==> src/core/tws_defines.vh <==
// Register map, field positions, status codes and timing for the two-wire target
`ifndef TWS_DEFINES_VH
`define TWS_DEFINES_VH
// Register byte offsets
`define TWS_OFF_CTRL    8'h00
`define TWS_OFF_STATUS  8'h04
`define TWS_OFF_ADDR    8'h08
`define TWS_OFF_DATA    8'h0c
`define TWS_OFF_IRQ_ST  8'h10
`define TWS_OFF_IRQ_MSK 8'h14
`define TWS_OFF_SLEEP   8'h18
// Control fields
`define TWS_CTL_EVENT   7
`define TWS_CTL_ACK     6
`define TWS_CTL_START   5
`define TWS_CTL_STOP    4
`define TWS_CTL_ENABLE  2
`define TWS_CTL_MASK    7'h74
// Reset values
`define TWS_RST_CTRL    8'h00
`define TWS_RST_ADDR    8'hfe
`define TWS_RST_DATA    8'hff
// Status codes
`define TWS_ST_IDLE     8'hf8
`define TWS_ST_SR_OWN   8'h60
`define TWS_ST_SR_ALOWN 8'h68
`define TWS_ST_SR_GC    8'h70
`define TWS_ST_SR_ALGC  8'h78
`define TWS_ST_SR_DACK  8'h80
`define TWS_ST_SR_DNACK 8'h88
`define TWS_ST_GC_DACK  8'h90
`define TWS_ST_GC_DNACK 8'h98
`define TWS_ST_STOP     8'ha0
`define TWS_ST_ST_OWN   8'ha8
`define TWS_ST_ST_AL    8'hb0
`define TWS_ST_ST_DACK  8'hb8
`define TWS_ST_ST_DNACK 8'hc0
`define TWS_ST_ST_LAST  8'hc8
`define TWS_GC_ADDR     7'h00
`define TWS_ALL_ONES    8'hff
// Interrupt status bits
`define TWS_IRQ_EVENT   0
`define TWS_IRQ_WAKE    1
`define TWS_IRQ_START   2
`define TWS_IRQ_W       3
// Timing
`define TWS_CLK_NS      40
`define TWS_HOLD_NS     300
`define TWS_HOLD_CYC    ((`TWS_HOLD_NS + `TWS_CLK_NS - 1) / `TWS_CLK_NS)
`endif

==> src/core/tws_target.v <==
// Two-wire bus target with receive and transmit paths and AXI4-Lite registers
//
// Notes on behaviour
// - Own address is address register bits [7:1]; match gives a response.
// - Address register bit 0 one also accepts general call address 0x00.
// - Matched address with write bit zero enters receive, else transmit.
// - After own address and write, event flag sets with valid status code.
// - Arbitration lost then addressed for write reports 0x68 or 0x78.
// - Acknowledge enable cleared mid transfer gives not-acknowledge after next byte.
// - Acknowledge enable zero ignores own address but keeps watching the bus.
// - Sleep with acknowledge enable: match address, wake, hold clock low.
// - Data register after wake need not hold last bus byte.
// - Status 0x60 for own address write, 0x70 for general call.
// - Address states leave data register alone, wait for flag clear.
// - Flag clear receives next byte, ack per acknowledge enable written.
// - Transfer end with acknowledge enable returns to not-addressed, watching addresses.
// - Start request on release: not-addressed, then start when bus free.
// - Last byte sent with ack off, controller acks: 0xc8, send ones.
`timescale 1ns/10ps
`include "tws_defines.vh"
module tws_target #(
   parameter HOLD_CYC = `TWS_HOLD_CYC
) (
   // Clock and reset
   input  wire        aclk,
   input  wire        aresetn,
   // AXI4-Lite write
   input  wire [7:0]  s_axi_awaddr,
   input  wire        s_axi_awvalid,
   output wire        s_axi_awready,
   input  wire [31:0] s_axi_wdata,
   input  wire [3:0]  s_axi_wstrb,
   input  wire        s_axi_wvalid,
   output wire        s_axi_wready,
   output reg  [1:0]  s_axi_bresp,
   output reg         s_axi_bvalid,
   input  wire        s_axi_bready,
   // AXI4-Lite read
   input  wire [7:0]  s_axi_araddr,
   input  wire        s_axi_arvalid,
   output wire        s_axi_arready,
   output reg  [31:0] s_axi_rdata,
   output reg  [1:0]  s_axi_rresp,
   output reg         s_axi_rvalid,
   input  wire        s_axi_rready,
   // Bus pins
   input  wire        scl_i,
   output wire        scl_o,
   output wire        scl_oe,
   input  wire        sda_i,
   output wire        sda_o,
   output wire        sda_oe,
   // Arbitration loss from controller path, same clock
   input  wire        arb_lost,
   // Start request towards controller path
   output reg         start_req_q,
   // Interrupt
   output wire        irq
);
   //==========================================================
   // Pin synchronisers
   reg [1:0] scl_s_q;
   reg [1:0] sda_s_q;
   reg       scl_p_q;
   reg       sda_p_q;
   always @(posedge aclk) begin
      if (!aresetn) begin
         scl_s_q <= 2'h3;
         sda_s_q <= 2'h3;
         scl_p_q <= 1'b1;
         sda_p_q <= 1'b1;
      end else begin
         scl_s_q <= {scl_s_q[0], scl_i};
         sda_s_q <= {sda_s_q[0], sda_i};
         scl_p_q <= scl_s_q[1];
         sda_p_q <= sda_s_q[1];
      end
   end
   wire scl = scl_s_q[1];
   wire sda = sda_s_q[1];
   wire scl_rise = scl & ~scl_p_q;
   wire scl_fall = ~scl & scl_p_q;
   wire bus_start = scl & scl_p_q & ~sda & sda_p_q;
   wire bus_stop  = scl & scl_p_q & sda & ~sda_p_q;

   //==========================================================
   // Registers
   reg [7:0] ctrl_q;
   reg [7:0] addr_q;
   reg [7:0] data_q;
   reg [7:0] status_q;
   reg [3:0] irq_st_q;
   reg [3:0] irq_msk_q;
   reg       sleep_q;
   reg       busy_q;
   wire      en_b  = ctrl_q[`TWS_CTL_ENABLE];
   wire      ack_b = ctrl_q[`TWS_CTL_ACK];
   wire      flag  = ctrl_q[`TWS_CTL_EVENT];

   // Bus slave handshake: take address and data in either order
   reg        aw_ok_q;
   reg        w_ok_q;
   reg [7:0]  aw_q;
   reg [31:0] w_q;
   reg [3:0]  ws_q;
   assign s_axi_awready = ~aw_ok_q & ~s_axi_bvalid;
   assign s_axi_wready  = ~w_ok_q & ~s_axi_bvalid;
   assign s_axi_arready = ~s_axi_rvalid;
   wire wr_go = aw_ok_q & w_ok_q;
   wire wr_b0 = wr_go & ws_q[0];
   wire wr_ctrl = wr_b0 & (aw_q == `TWS_OFF_CTRL);
   wire flag_clr = wr_ctrl & w_q[`TWS_CTL_EVENT];

   //==========================================================
   // Target state machine
   localparam S_IDLE = 3'h0;
   localparam S_ADDR = 3'h1;
   localparam S_RACK = 3'h2;
   localparam S_RX   = 3'h3;
   localparam S_TX   = 3'h4;
   localparam S_TACK = 3'h5;
   localparam S_WAIT = 3'h6;
   localparam S_IGN  = 3'h7;
   reg [2:0] st_q;
   reg [2:0] nx_after_q;
   reg [3:0] bit_q;
   reg [7:0] sh_q;
   reg       ack_drv_q;
   reg       sda_drv_q;
   reg       hold_q;
   reg       gc_q;
   reg       rx_mode_q;
   reg       ack_sent_q;
   reg       last_q;
   reg       al_q;
   reg       ev_set;
   reg       data_q_ld_pending;
   reg [7:0] ev_code;
   reg [15:0] hold_cnt_q;
   wire own_hit = (sh_q[7:1] == addr_q[7:1]);
   wire gc_hit  = (sh_q[7:1] == `TWS_GC_ADDR) & addr_q[0];

   always @(posedge aclk) begin
      if (!aresetn) begin
         st_q       <= S_IDLE;
         nx_after_q <= S_IDLE;
         bit_q      <= 4'h0;
         sh_q       <= 8'h00;
         ack_drv_q  <= 1'b0;
         sda_drv_q  <= 1'b0;
         hold_q     <= 1'b0;
         gc_q       <= 1'b0;
         rx_mode_q  <= 1'b0;
         ack_sent_q <= 1'b0;
         last_q     <= 1'b0;
         al_q       <= 1'b0;
         ev_set     <= 1'b0;
         data_q_ld_pending <= 1'b0;
         ev_code    <= `TWS_ST_IDLE;
         hold_cnt_q <= 16'h0000;
         busy_q     <= 1'b0;
      end else begin
         ev_set <= 1'b0;
         if (arb_lost)
            al_q <= 1'b1;
         if (bus_start)
            busy_q <= 1'b1;
         else if (bus_stop)
            busy_q <= 1'b0;
         if (!en_b) begin
            st_q      <= S_IDLE;
            ack_drv_q <= 1'b0;
            sda_drv_q <= 1'b0;
            hold_q    <= 1'b0;
         end else if (bus_start) begin
            st_q      <= S_ADDR;
            bit_q     <= 4'h0;
            ack_drv_q <= 1'b0;
            sda_drv_q <= 1'b0;
         end else if (bus_stop) begin
            st_q      <= S_IDLE;
            ack_drv_q <= 1'b0;
            sda_drv_q <= 1'b0;
            hold_q    <= 1'b0;
            al_q      <= 1'b0;
         end else begin
            case (st_q)
               S_ADDR, S_RX: begin
                  if (scl_rise) begin
                     sh_q  <= {sh_q[6:0], sda};
                     bit_q <= bit_q + 4'h1;
                  end else if (scl_fall && bit_q == 4'h8) begin
                     bit_q <= 4'h0;
                     if (st_q == S_ADDR) begin
                        data_q_ld_pending <= 1'b0;
                        last_q            <= 1'b0;
                        if (ack_b && (own_hit || gc_hit)) begin
                           ack_drv_q <= 1'b1;
                           gc_q      <= gc_hit & ~own_hit;
                           rx_mode_q <= ~sh_q[0];
                           st_q      <= S_RACK;
                        end else begin
                           st_q <= S_IGN;
                        end
                     end else begin
                        data_q_ld_pending <= 1'b1;
                        ack_drv_q  <= ack_b;
                        ack_sent_q <= ack_b;
                        st_q       <= S_RACK;
                     end
                  end
               end
               S_RACK: begin
                  if (scl_fall) begin
                     ack_drv_q <= 1'b0;
                     hold_q    <= 1'b1;
                     hold_cnt_q <= 16'h0000;
                     ev_set    <= 1'b1;
                     st_q      <= S_WAIT;
                     if (bit_q == 4'h0 && !data_q_ld_pending) begin
                        if (rx_mode_q) begin
                           nx_after_q <= S_RX;
                           if (al_q)
                              ev_code <= gc_q ? `TWS_ST_SR_ALGC : `TWS_ST_SR_ALOWN;
                           else
                              ev_code <= gc_q ? `TWS_ST_SR_GC : `TWS_ST_SR_OWN;
                        end else begin
                           nx_after_q <= S_TX;
                           ev_code    <= al_q ? `TWS_ST_ST_AL : `TWS_ST_ST_OWN;
                        end
                     end else begin
                        nx_after_q <= ack_sent_q ? S_RX : S_IGN;
                        if (gc_q)
                           ev_code <= ack_sent_q ? `TWS_ST_GC_DACK : `TWS_ST_GC_DNACK;
                        else
                           ev_code <= ack_sent_q ? `TWS_ST_SR_DACK : `TWS_ST_SR_DNACK;
                     end
                  end
               end
               S_WAIT: begin
                  if (hold_cnt_q != 16'hffff)
                     hold_cnt_q <= hold_cnt_q + 16'h0001;
                  if (flag_clr && !w_q[`TWS_CTL_STOP]) begin
                     hold_q <= 1'b0;
                     bit_q  <= 4'h0;
                     st_q   <= nx_after_q;
                     if (nx_after_q == S_TX) begin
                        sh_q      <= last_q ? `TWS_ALL_ONES : data_q;
                        last_q    <= ~w_q[`TWS_CTL_ACK];
                        sda_drv_q <= ~(last_q ? 1'b1 : data_q[7]);
                     end
                  end
               end
               S_TX: begin
                  if (scl_fall) begin
                     bit_q <= bit_q + 4'h1;
                     if (bit_q == 4'h7) begin
                        sda_drv_q <= 1'b0;
                        st_q      <= S_TACK;
                     end else begin
                        sh_q      <= {sh_q[6:0], 1'b1};
                        sda_drv_q <= ~sh_q[6];
                     end
                  end
               end
               S_TACK: begin
                  if (scl_rise) begin
                     ev_set <= 1'b1;
                     hold_q <= 1'b0;
                     if (sda) begin
                        ev_code    <= `TWS_ST_ST_DNACK;
                        nx_after_q <= S_IGN;
                     end else begin
                        ev_code    <= last_q ? `TWS_ST_ST_LAST : `TWS_ST_ST_DACK;
                        nx_after_q <= last_q ? S_IGN : S_TX;
                     end
                     st_q <= S_WAIT;
                     hold_cnt_q <= 16'h0000;
                  end
               end
               S_IGN: begin
                  ack_drv_q <= 1'b0;
               end
               default: st_q <= S_IDLE;
            endcase
            if (st_q == S_WAIT && hold_q == 1'b0 && scl_fall)
               hold_q <= 1'b1;
         end
      end
   end

   //==========================================================
   // Data register capture; not done during address states
   always @(posedge aclk) begin
      if (!aresetn) begin
         data_q <= `TWS_RST_DATA;
      end else begin
         if (st_q == S_RX && scl_fall && bit_q == 4'h8)
            data_q <= sh_q;
         else if (wr_b0 && aw_q == `TWS_OFF_DATA && st_q != S_RX)
            data_q <= w_q[7:0];
      end
   end

   //==========================================================
   // Pin drive: open drain, enable pulls low
   // Clock stays low from the ack fall until software releases it
   wire hold_scl = (st_q == S_WAIT) & (hold_q | sleep_q);
   assign scl_o  = 1'b0;
   assign scl_oe = hold_scl;
   assign sda_o  = 1'b0;
   assign sda_oe = ack_drv_q | sda_drv_q;

   //==========================================================
   // Register writes, status and interrupts
   wire wake_ev = ev_set & sleep_q & ack_b;
   always @(posedge aclk) begin
      if (!aresetn) begin
         ctrl_q      <= `TWS_RST_CTRL;
         addr_q      <= `TWS_RST_ADDR;
         status_q    <= `TWS_ST_IDLE;
         irq_st_q    <= 4'h0;
         irq_msk_q   <= 4'h0;
         sleep_q     <= 1'b0;
         start_req_q <= 1'b0;
      end else begin
         if (wr_ctrl) begin
            ctrl_q[6:0] <= w_q[6:0] & `TWS_CTL_MASK;
            if (w_q[`TWS_CTL_START] && st_q == S_WAIT && nx_after_q == S_IGN)
               start_req_q <= 1'b1;
         end
         if (wr_b0 && aw_q == `TWS_OFF_ADDR)
            addr_q <= w_q[7:0];
         if (wr_b0 && aw_q == `TWS_OFF_SLEEP)
            sleep_q <= w_q[0];
         if (wr_b0 && aw_q == `TWS_OFF_IRQ_MSK)
            irq_msk_q <= w_q[3:0];
         // Event flag: set wins over a clearing write
         if (ev_set) begin
            ctrl_q[`TWS_CTL_EVENT] <= 1'b1;
            status_q <= ev_code;
         end else if (flag_clr) begin
            ctrl_q[`TWS_CTL_EVENT] <= 1'b0;
         end
         if (wake_ev)
            sleep_q <= 1'b0;
         if (start_req_q && !busy_q)
            start_req_q <= 1'b0;
         irq_st_q <= (irq_st_q & ~((wr_b0 && aw_q == `TWS_OFF_IRQ_ST) ? w_q[3:0] : 4'h0))
                   | {(hold_cnt_q == HOLD_CYC[15:0]), start_req_q & ~busy_q,
                      wake_ev, ev_set};
      end
   end
   assign irq = |(irq_st_q & irq_msk_q);

   //==========================================================
   // AXI4-Lite channel handling
   always @(posedge aclk) begin
      if (!aresetn) begin
         aw_ok_q      <= 1'b0;
         w_ok_q       <= 1'b0;
         aw_q         <= 8'h00;
         w_q          <= 32'h0000_0000;
         ws_q         <= 4'h0;
         s_axi_bvalid <= 1'b0;
         s_axi_bresp  <= 2'h0;
         s_axi_rvalid <= 1'b0;
         s_axi_rresp  <= 2'h0;
         s_axi_rdata  <= 32'h0000_0000;
      end else begin
         if (s_axi_awvalid && s_axi_awready) begin
            aw_ok_q <= 1'b1;
            aw_q    <= {s_axi_awaddr[7:2], 2'h0};
         end
         if (s_axi_wvalid && s_axi_wready) begin
            w_ok_q <= 1'b1;
            w_q    <= s_axi_wdata;
            ws_q   <= s_axi_wstrb;
         end
         if (wr_go) begin
            aw_ok_q      <= 1'b0;
            w_ok_q       <= 1'b0;
            s_axi_bvalid <= 1'b1;
            s_axi_bresp  <= (aw_q > `TWS_OFF_SLEEP) ? 2'h2 : 2'h0;
         end else if (s_axi_bready) begin
            s_axi_bvalid <= 1'b0;
         end
         if (s_axi_arvalid && s_axi_arready) begin
            s_axi_rvalid <= 1'b1;
            s_axi_rresp  <= 2'h0;
            case ({s_axi_araddr[7:2], 2'h0})
               `TWS_OFF_CTRL:    s_axi_rdata <= {24'h0, ctrl_q};
               `TWS_OFF_STATUS:  s_axi_rdata <= {24'h0, status_q};
               `TWS_OFF_ADDR:    s_axi_rdata <= {24'h0, addr_q};
               `TWS_OFF_DATA:    s_axi_rdata <= {24'h0, data_q};
               `TWS_OFF_IRQ_ST:  s_axi_rdata <= {28'h0, irq_st_q};
               `TWS_OFF_IRQ_MSK: s_axi_rdata <= {28'h0, irq_msk_q};
               `TWS_OFF_SLEEP:   s_axi_rdata <= {31'h0, sleep_q};
               default: begin
                  s_axi_rdata <= 32'h0000_0000;
                  s_axi_rresp <= 2'h2;
               end
            endcase
         end else if (s_axi_rready) begin
            s_axi_rvalid <= 1'b0;
         end
      end
   end
endmodule

==> config.mk <==
export PLATFORM = sky130hd
export DESIGN_NAME = tws_target
export DESIGN_NICKNAME = d
export VERILOG_FILES = /design/src/core/tws_target.v
export VERILOG_INCLUDE_DIRS = /design/src /design/src/core
export SDC_FILE = /design/constraint.sdc
export NUM_CORES = 1
export LEC_CHECK = 0
export BUFFER_PORTS_ARGS = -buffer_cell sky130_fd_sc_hd__buf_2
export CAP_MARGIN = 20
export CELL_PAD_IN_SITES_DETAIL_PLACEMENT = 2
export CELL_PAD_IN_SITES_GLOBAL_PLACEMENT = 2
export CORE_ASPECT_RATIO = 0.5
export CORE_MARGIN = 1.5
export CORE_UTILIZATION = 36
export CTS_CLUSTER_SIZE = 28
export DETAILED_ROUTE_END_ITERATION = 12
export PLACE_DENSITY_LB_ADDON = 0.1
export SLEW_MARGIN = 20
export SYNTH_ARGS = -nofsm -noshare
export SYNTH_HDL_FRONTEND = slang
export SYNTH_SLANG_ARGS = --single-unit
==> constraint.sdc <==
create_clock -name aclk -period 4 [get_ports aclk]
set_input_delay 0 -clock aclk [delete_from_list [all_inputs] [get_ports aclk]]
set_output_delay 0 -clock aclk [all_outputs]
set_load 0.1 [all_outputs]
Word-level counts from Yosys, hierarchy flattened --
Index checks and enable logic that the tools add are counted.
Cells by class: reductions and logical operators 63, bitwise logic cells 47, mux-type cells 98, add/subtract/negate cells 2, order comparisons 1, eq/ne operators 54
Operators by type and width (number):
- two-way mux 8 bit | 12
- case mux 8 bit (7 select lines) | 1
- two-way mux 16 bit | 3
- case mux 16 bit (3 select lines) | 1
- two-way mux 3 bit | 14
- inequality test 4 bit (second input constant) | 10
- two-way mux 1 bit | 37
- equality test 6 x 3 -> 1 bit (second input constant) | 6
- two-way mux 4 bit | 9
- inequality test 2 bit (second input constant) | 13
- two-way mux 5 bit | 5
- equality test 6 x 2 -> 1 bit (second input constant) | 4
- case mux 8 bit (3 select lines) | 1
- AND reduction 8 bit | 3
- NOT 1 bit | 22
- logical AND 1 bit | 20
- AND 1 bit | 19
- equality test 3 bit (second input constant) | 6
- case mux 3 bit (6 select lines) | 1
- AND reduction 6 bit | 3
- AND reduction 9 bit | 2
- adder 16 x 1 -> 16 bit (second input constant) | 1
- equality test 16 x 4 -> 1 bit (second input constant) | 1
- inequality test 16 bit (second input constant) | 1
- 39 further kinds | 70
Storage, ports and cells: input bits 62, logic and storage cells 306, output and inout bits 47, flip-flop bits (word level) 153

Logic depth before layout (Yosys ltp) --
Gate-level depths: netlist of run 1.
depth in word-level cells 11, gate-level depth with buffers 8, mapped depth without buffers 7

Least setup slack after synthesis of run 1 --
Ideal clock, no wire load.
path kind reg2reg, from reg s_axi_bvalid, to reg aw_q[3], buffers on the path 1, library setup time 128 ps, slack 954 ps, clock period less this slack 3046 ps, data required time 3872 ps, cell stages (with the launch flop) 6, arrival time 2918 ps, cell sequence dfxtp_1 > nor2_1 > and2_1 > clkbuf_1 > mux2i_1 > nor2_1
On the way: word-level cells in the longest chain between the ends 3
Ends and longest elaborated chain:
- start, declared | line tws_target.v:36 | output reg s_axi_bvalid,
- start signal, assigned | line tws_target.v:365 | s_axi_bvalid <= 1'b0;
- start signal, assigned | line tws_target.v:383 | s_axi_bvalid <= 1'b1;
- start signal, assigned | line tws_target.v:386 | s_axi_bvalid <= 1'b0;
- NOT 1 bit | line tws_target.v:106 | assign s_axi_awready = ~aw_ok_q & ~s_axi_bvalid;
- AND 1 bit | line tws_target.v:106
- named net s_axi_awready | line tws_target.v:30 | output wire s_axi_awready,
- logical AND 1 bit | line tws_target.v:371 | if (s_axi_awvalid && s_axi_awready) begin
- end signal, assigned | line tws_target.v:373 | aw_q <= {s_axi_awaddr[7:2], 2'h0};
- end, declared | line tws_target.v:103 | reg [7:0] aw_q;
The timed path passes the listed nets, and every way through them passes these cells. A chain may end at the register's enable or synchronous reset.

Worst setup path in the final report of run 1 --
from reg sda_s_q[1], to reg hold_cnt_q[15]
On the way: word-level cells in the longest chain between the ends 5, elaborated cells between the ends (all ways) 8, classes of those cells 7 x bitwise; 1 x reduce/logical
Ends and longest elaborated chain:
- start, declared | line tws_target.v:63 | reg [1:0] sda_s_q;
- start signal, assigned | line tws_target.v:74 | sda_s_q <= {sda_s_q[0], sda_i};
- NOT 1 bit | line tws_target.v:83 | wire bus_start = scl & scl_p_q & ~sda & sda_p_q;
- AND 1 bit (2 in series) | line tws_target.v:83
- NOT 1 bit (no source line)
- AND reduction 7 bit (no source line) *
- end signal, assigned | line tws_target.v:242 | hold_cnt_q <= hold_cnt_q + 16'h0001;
- end, declared | line tws_target.v:139 | reg [15:0] hold_cnt_q;
Mark *: on every way between the ends. The rest lies on a longest branch, timed or not.

==> impl_results.md, run 1 <==
* Outcome: complete, no violations
* Pwr dens at 425 nW/µm²
* Via/cell ratio at 5.62
* First-pass GRT wire length at 33.2 mm
* WP data required at 4.34 ns
* Synth Cell Area at 6220 µm²
* Post-route DRC at 0
* Total grt overflow at 0
* Setup TNS at 0 ns
* CTS H-tree depth at 4
* Worst hold path type: in2reg
* Slew headroom at 30.2%
* Clock power frac at 50.1%
* Fin crit share at 71.7%
* Predominant post-synthesis flop cell: dfxtp_1
* GRT Util Overall at 23.9%
* Min Clock Period, post-route at 2.87 ns
* Avg Cell Area, Syn at 8.47 µm²
* Multiplexer share of the synthesized area at 9.89%
* Final wirelength at 20.8 mm
* Clock buffer depth at 2
* Clk_skew at 0.0100 ns
* Initial DRC Count at 250
* Row count at 33
* Distinct cells, synth at 72
* Sw Pwr at 0.881 mW
* Commonest cells post-synth: 120 x dfxtp_1, 74 x nand2_1, 64 x a21oi_1, 50 x nor2_1, 41 x clkbuf_1
* Simple-gate share of the synthesized area at 23.2%
* Synth-to-layout area growth at 17.1%
* Kind of start point of the critical path: register
* Initial Utilization at 37.4%
* I/O pin cnt at 109
* Actual slew at the worst max-slew pin at 1.04 ns
* Flop and latch count out of synthesis at 120
* Number of nets in the layout at 844
* Worst Hold Depth at 3
* Xor/xnor share of the synthesized area at 1.27%
* Async SR Flop Fraction at 0%
* CTS Sinks at 120
* Post-DRT Antenna Nets at 0
* Router iterations before antenna repair at 4
* Final Hold Fails at 0
* Pint at 2.22 mW
* Peak VDD IR at 0.000276 V
* Hold_sp: aresetn
* Layout cells sized above 1 at 14.7%
* HPWL after detailed placement at 14.3 mm
* Via count at 5718
* CTS tree: yes
* CTS resizes at 0
* RSZ-0062 raised after global routing: no
* Switching share of power at 28.4%
* Die X at 189 µm
* Initial antenna violation count at 0
* Reg2Reg Depth at 7
* Post-synth EDFFs at 0
* Most common cell in the netlist: dfxtp_1
* Reg2reg start: sda_s_q[1]
* Worst R2R End: hold_cnt_q[15]
* Critical path peak fanout at 16
* Largest family of logic cells by synthesized area: simple AND/OR/NAND/NOR gates
* Routed len/inst at 20.4 µm
* CP arrival at 3.20 ns
* Setup violations, final at 0
* Static Leakage at 2.69 nW
* Worst-skew pair later-pin latency at 0.42 ns
* Placer Congestion at 0.809
* Clock Pin Slew Worst Setup and Hold Paths at 0.07 ns
* Post-synth top area share at 38.6%
* Post-synthesis cell count at 735
* Achievable clock frequency at 349 MHz
* Combinational power share at 9.8%
* Die Footprint at 18100 µm²
* ANT cells at 0
* Max Transition Viols Final at 0
* Post-layout util at 43.8%
* Reg2Reg Setup Slack at 1.13 ns
* Hold endpoint: addr_q[5]
* Seq pwr share at 40.1%
* Pin count of the biggest net entering global routing at 42
* CTS Buf Count at 17
* CP Class: reg2reg
* Synth area leader: dfxtp_1
* Area contributors post-synth: dfxtp_1 39%, mux2i_1 6.3%, a21oi_1 5.1%
* CP Capture Type: register
* Compound-gate portion of the synthesized area at 18.2%
* Adder-Cell Fraction of Synth Area at 0.804%
* Port bufs at 49
* DIE HEIGHT at 96.0 µm
* Vias in the first global route at 5930
* Core area at 16600 µm²
* Sequential-to-total area share from yosys stat at 38.6%
* Synthesis warning total at 0
* Root Buffer Master: clkbuf_16
* MaxCap Viol Count at 0
[metrics by stage]
| stage | instance area [µm²] | hold slack (ns) | cells | setup slack, ns | power [mW] |
|---|---|---|---|---|---|
| after global routing | 7290 | 0.0920 | 1018 | 1.00 | 3.20 |
| after global placement | 6480 | 0.179 | 965 | 1.27 | 1.55 |
| after CTS | 7280 | 0.0821 | 1018 | 1.17 | 3.13 |
| final | 7290 | 0.0978 | 1018 | 1.13 | 3.10 |
| after detailed placement | 6480 | 0.188 | 965 | 1.20 | 1.55 |
| after floorplan | 6320 | 0.101 | 762 | 0.954 | 1.52 |
[placed cells by master (no fill, tap or decap), drive strengths merged, types with 4 or more instances in the layout]
master	n
dfxtp	120
nand2	75
a21oi	64
buf	56
nor2	50
mux2i	39
o21ai	29
conb	28
nand3	22
inv	22
dlygate4sd3	21
clkbuf	19
nand2b	17
or3	15
o31ai	14
or4	14
mux2	12
nor3	11
a22oi	10
nand4	9
o2111ai	9
and3	9
and2	9
nor2b	8
xor2	8
clkinv	7
o211ai	6
nor4	6
nor3b	6
a211oi	6
nand3b	4
nor4bb	4
a311oi	4
mux4	4
ha	4
[cell type report]
| cell class | count | area (µm²) |
|---|---|---|
| fillers | 1813 | 9350 |
| multi-input cells | 543 | 3430 |
| flip-flops and latches | 120 | 2400 |
| repair buffers | 77 | 508 |
| clock buffers | 19 | 443 |
| well taps | 227 | 284 |
| clock inverters | 13 | 144 |
| inverters | 19 | 71.3 |
[kinds of logic after synthesis]
logic type | Yosys count
DFF | 120
adders and majority gates | 4
muxes | 55
other | 1
xor gates and xnor gates | 9
and+or+nand+nor | 272
AOI/OAI and AO/OA | 175
buffers and inverters | 99
[registers in the layout (all words and copies together), names as in the netlist, 2 cells and up]
register and flops:
status_q 5, sda_s_q 2, irq_msk_q 4, sh_q 8
ctrl_q 5, addr_q 8, s_axi_rdata 8, st_q 3
scl_s_q 2, hold_cnt_q 16, bit_q 4, data_q 8
nx_after_q 2, w_q 8, aw_q 6, ev_code 5
irq_st_q 4
[worst max-delay path by stage]
stage	from	endpoint	slack, ns	depth (start not counted)
after detailed placement	sda_s_q[1]	hold_cnt_q[14]	1.20	7
after global placement	sda_s_q[1]	hold_cnt_q[14]	1.27	7
after global routing	sda_s_q[1]	hold_cnt_q[13]	1.00	7
after CTS	sda_s_q[1]	hold_cnt_q[15]	1.17	7
after floorplan	s_axi_bvalid	aw_q[3]	0.95	5
final	sda_s_q[1]	hold_cnt_q[15]	1.13	7
[routing by layer]
metal	up-vias	share of wire [%]	track usage, %
met5	-	0	0
met4	0	1.1	7.28
met3	23	4.1	4.63
met2	113	46	40.3
met1	2877	49	31.2
li1	2705	-	-
[worst max-delay path, cell delays in order, from the launching register on]
cell and delay (ns):
dfxtp_1 0.54, xor2_1 0.16, a31oi_1 0.58, buf_4 0.26, o21ai_1 0.25, buf_4 0.29, or4_1 0.53, a21oi_1 0.15
[power groups by stage]
stage	logic, mW	clock network [mW]	registers, mW
finish	0.304	1.55	1.24
CTS	0.303	1.59	1.24
detailed placement	0.286	0	1.27
global route	0.321	1.64	1.24
floorplan	0.246	0	1.28
global placement	0.282	0	1.27
[what timing repair did]
item	4_1_cts	5_1_grt
hold buffers	21	0
endpoints found under the setup margin	0	0
hold endpoints to repair	21	0
setup buffers	0	0
Power figures use the tool's default switching activity.
==> run 2, diff against run 1 <==
--- a/config.mk
+++ b/config.mk
@@ -12,7 +12,7 @@
 export CELL_PAD_IN_SITES_GLOBAL_PLACEMENT = 2
 export CORE_ASPECT_RATIO = 0.5
 export CORE_MARGIN = 1.5
-export CORE_UTILIZATION = 36
+export CORE_UTILIZATION = 33
 export CTS_CLUSTER_SIZE = 28
 export DETAILED_ROUTE_END_ITERATION = 12
 export PLACE_DENSITY_LB_ADDON = 0.1
==> constraint.sdc (replaced) <==
create_clock -name aclk -period 2.65 [get_ports aclk]
set_input_delay 0 -clock aclk [delete_from_list [all_inputs] [get_ports aclk]]
set_output_delay 0 -clock aclk [all_outputs]
set_load 0.1 [all_outputs]
==> impl_results.md, run 2 (synthesized netlist as in run 1, its figures left out) <==
* Outcome: complete, no violations
* Worst-skew pair later-pin latency at 0.42 ns (about the same)
* Sw Pwr at 1.28 mW (+46%)
* ANT cells at 0 (unchanged)
* Achievable clock frequency at 406 MHz
* Commonest cells after routing, fill and taps aside: 119 x dfxtp_1, 74 x nand2_1, 64 x a21oi_1, 49 x buf_2, 48 x nor2_1
* Clock Pin Slew Worst Setup and Hold Paths at 0.06 ns (about the same)
* Placed inst area at 6670 µm² (+2.9%)
* RSZ-0062 raised after global routing: no
* Final non-filler cell area at 7500 µm² (+2.9%)
* Row count at 35 (+6.1%)
* Initial antenna violation count at 0 (unchanged)
* Final Hold Fails at 0 (unchanged)
* Seq pwr share at 38.9% (-1.2 points)
* Layout cells sized above 1 at 16.8% (+2.1 points)
* Post-DRT Antenna Nets at 0 (unchanged)
* Pin count of the biggest net entering global routing at 41 (-2.4%)
* Port bufs at 49 (unchanged)
* Synth-to-layout area growth at 20.5%
* Pwr dens at 642 nW/µm² (+51%)
* Combinational power share at 10.1% (+0.3 points)
* Clock buffer depth at 2 (unchanged)
* Fin crit share at 92.9%
* Post-CTS Setup Bufs at 0 (unchanged)
* First-pass GRT wire length at 35.0 mm (+5.4%)
* Worst hold path type: in2reg
* Clk_skew at 0.0122 ns (+0.00214 ns)
* Initial Utilization at 33.7% (-3.6 points)
* Root Buffer Master: clkbuf_16
* Switching share of power at 26.7% (-1.8 points)
* Post-route DRC at 0 (unchanged)
* Min Clock Period, post-route at 2.46 ns
* Max Transition Viols Final at 0 (unchanged)
* CP Capture Type: primary output
* Router iterations before antenna repair at 4 (unchanged)
* GRT Util Overall at 23.4% (-0.50 points)
* Die Footprint at 19700 µm² (+8.9%)
* Via count at 5750 (+0.56%)
* CTS Buf Count at 17 (unchanged)
* Via/cell ratio at 5.38 (-4.1%)
* Peak VDD IR at 0.000421 V (+53%)
* Core area at 18400 µm² (+11%)
* CP arrival at 2.46 ns (-0.74 ns)
* Number of nets in the layout at 863 (+2.3%)
* Setup TNS at 0 ns (unchanged)
* MaxCap Viol Count at 0 (unchanged)
* Total grt overflow at 0 (unchanged)
* HPWL after detailed placement at 15.8 mm (+10%)
* Kind of start point of the critical path: register
* Setup violations, final at 0 (unchanged)
* Vias in the first global route at 6021 (+1.5%)
* CTS tree: yes
* Max reg flops at 16 (unchanged)
* I/O pin cnt at 109 (unchanged)
* Placer Congestion at 0.823 (+1.8%)
* CTS H-tree depth at 4 (unchanged)
* Final wirelength at 22.1 mm (+6.4%)
* Actual slew at the worst max-slew pin at 0.770 ns (-0.271 ns)
* Slew headroom at 48.7% (+18 points)
* Routed len/inst at 20.7 µm (+1.4%)
* DIE HEIGHT at 100 µm (+4.3%)
* Initial DRC Count at 235 (-6.0%)
* CP Class: reg2out
* Commonest non-fill, non-tap cell in the layout: dfxtp_1
* Pint at 3.53 mW (+59%)
* Most flops, register: hold_cnt_q
* Static Leakage at 2.80 nW (+4.2%)
* Critical path peak fanout at 11 (-5)
* Die X at 197 µm (+4.4%)
* CTS Sinks at 120 (unchanged)
* WP data required at 2.65 ns (-1.69 ns)
* Clock power frac at 51.0% (+0.9 points)
-- run 2: what timing repair did --
action / in CTS / in global routing
endpoints found under the hold margin: 21 / 0
endpoints found under the setup margin: 0 / 1
hold buffers: 21 / 0
resized for setup: 0 / 1
-- run 2: critical path, cell delays in order, from the launching register on --
cell,delay (ns)
dfxtp_1,0.41
buf_4,0.23
nor2b_1,0.37
nand2_1,0.37
nor2_1,0.21
buf_2,0.44
-- run 2: power groups by stage --
stage	clock (mW)	sequential [mW]	combinational [mW]
2_1_floorplan	0	1.93	0.372
3_3_place_gp	0	1.91	0.455
3_5_place_dp	0	1.91	0.460
4_1_cts	2.51	1.87	0.485
5_1_grt	2.60	1.88	0.513
6_report	2.46	1.87	0.485
-- run 2: final timing paths --
kind,startpoint,end,slack [ns],cells past startpoint
max,st_q[0],scl_oe,0.19,5
min,s_axi_araddr[6],s_axi_rresp[1],0.10,4
max reg2reg,st_q[1],hold_cnt_q[2],0.23,6
min reg2reg,sda_s_q[0],sda_s_q[1],0.41,1
-- run 2: area by class of cell --
type | count | area, µm²
well taps | 259 | 324
flip-flops and latches | 120 | 2400
inverters | 19 | 71.3
repair buffers | 96 | 651
fillers | 2066 | 10900
multi-input cells | 543 | 3430
clock inverters | 8 | 118
clock buffers | 23 | 498
-- run 2: layer usage --
metal,wire length [µm],up-vias,GRT usage (%)
met4,158,0,5.28
met1,11400,2899,33.2
met3,881,14,5.21
li1,-,2738,-
met2,9600,99,36.1
met5,0,-,0
-- run 2: metrics by stage --
stage / total power, mW / setup slack (ns) / util (%) / hold WS, ns / instances
after floorplan: 2.30 / 0.0943 / - / 0.101 / 762
after global placement: 2.37 / 0.310 / 36.2 / 0.201 / 1016
after detailed placement: 2.37 / 0.288 / 36.2 / 0.198 / 1016
after CTS: 4.87 / 0.0223 / 40.7 / 0.0853 / 1068
after global routing: 4.99 / 0.0279 / 40.7 / 0.120 / 1068
final: 4.82 / 0.188 / 40.7 / 0.101 / 1068
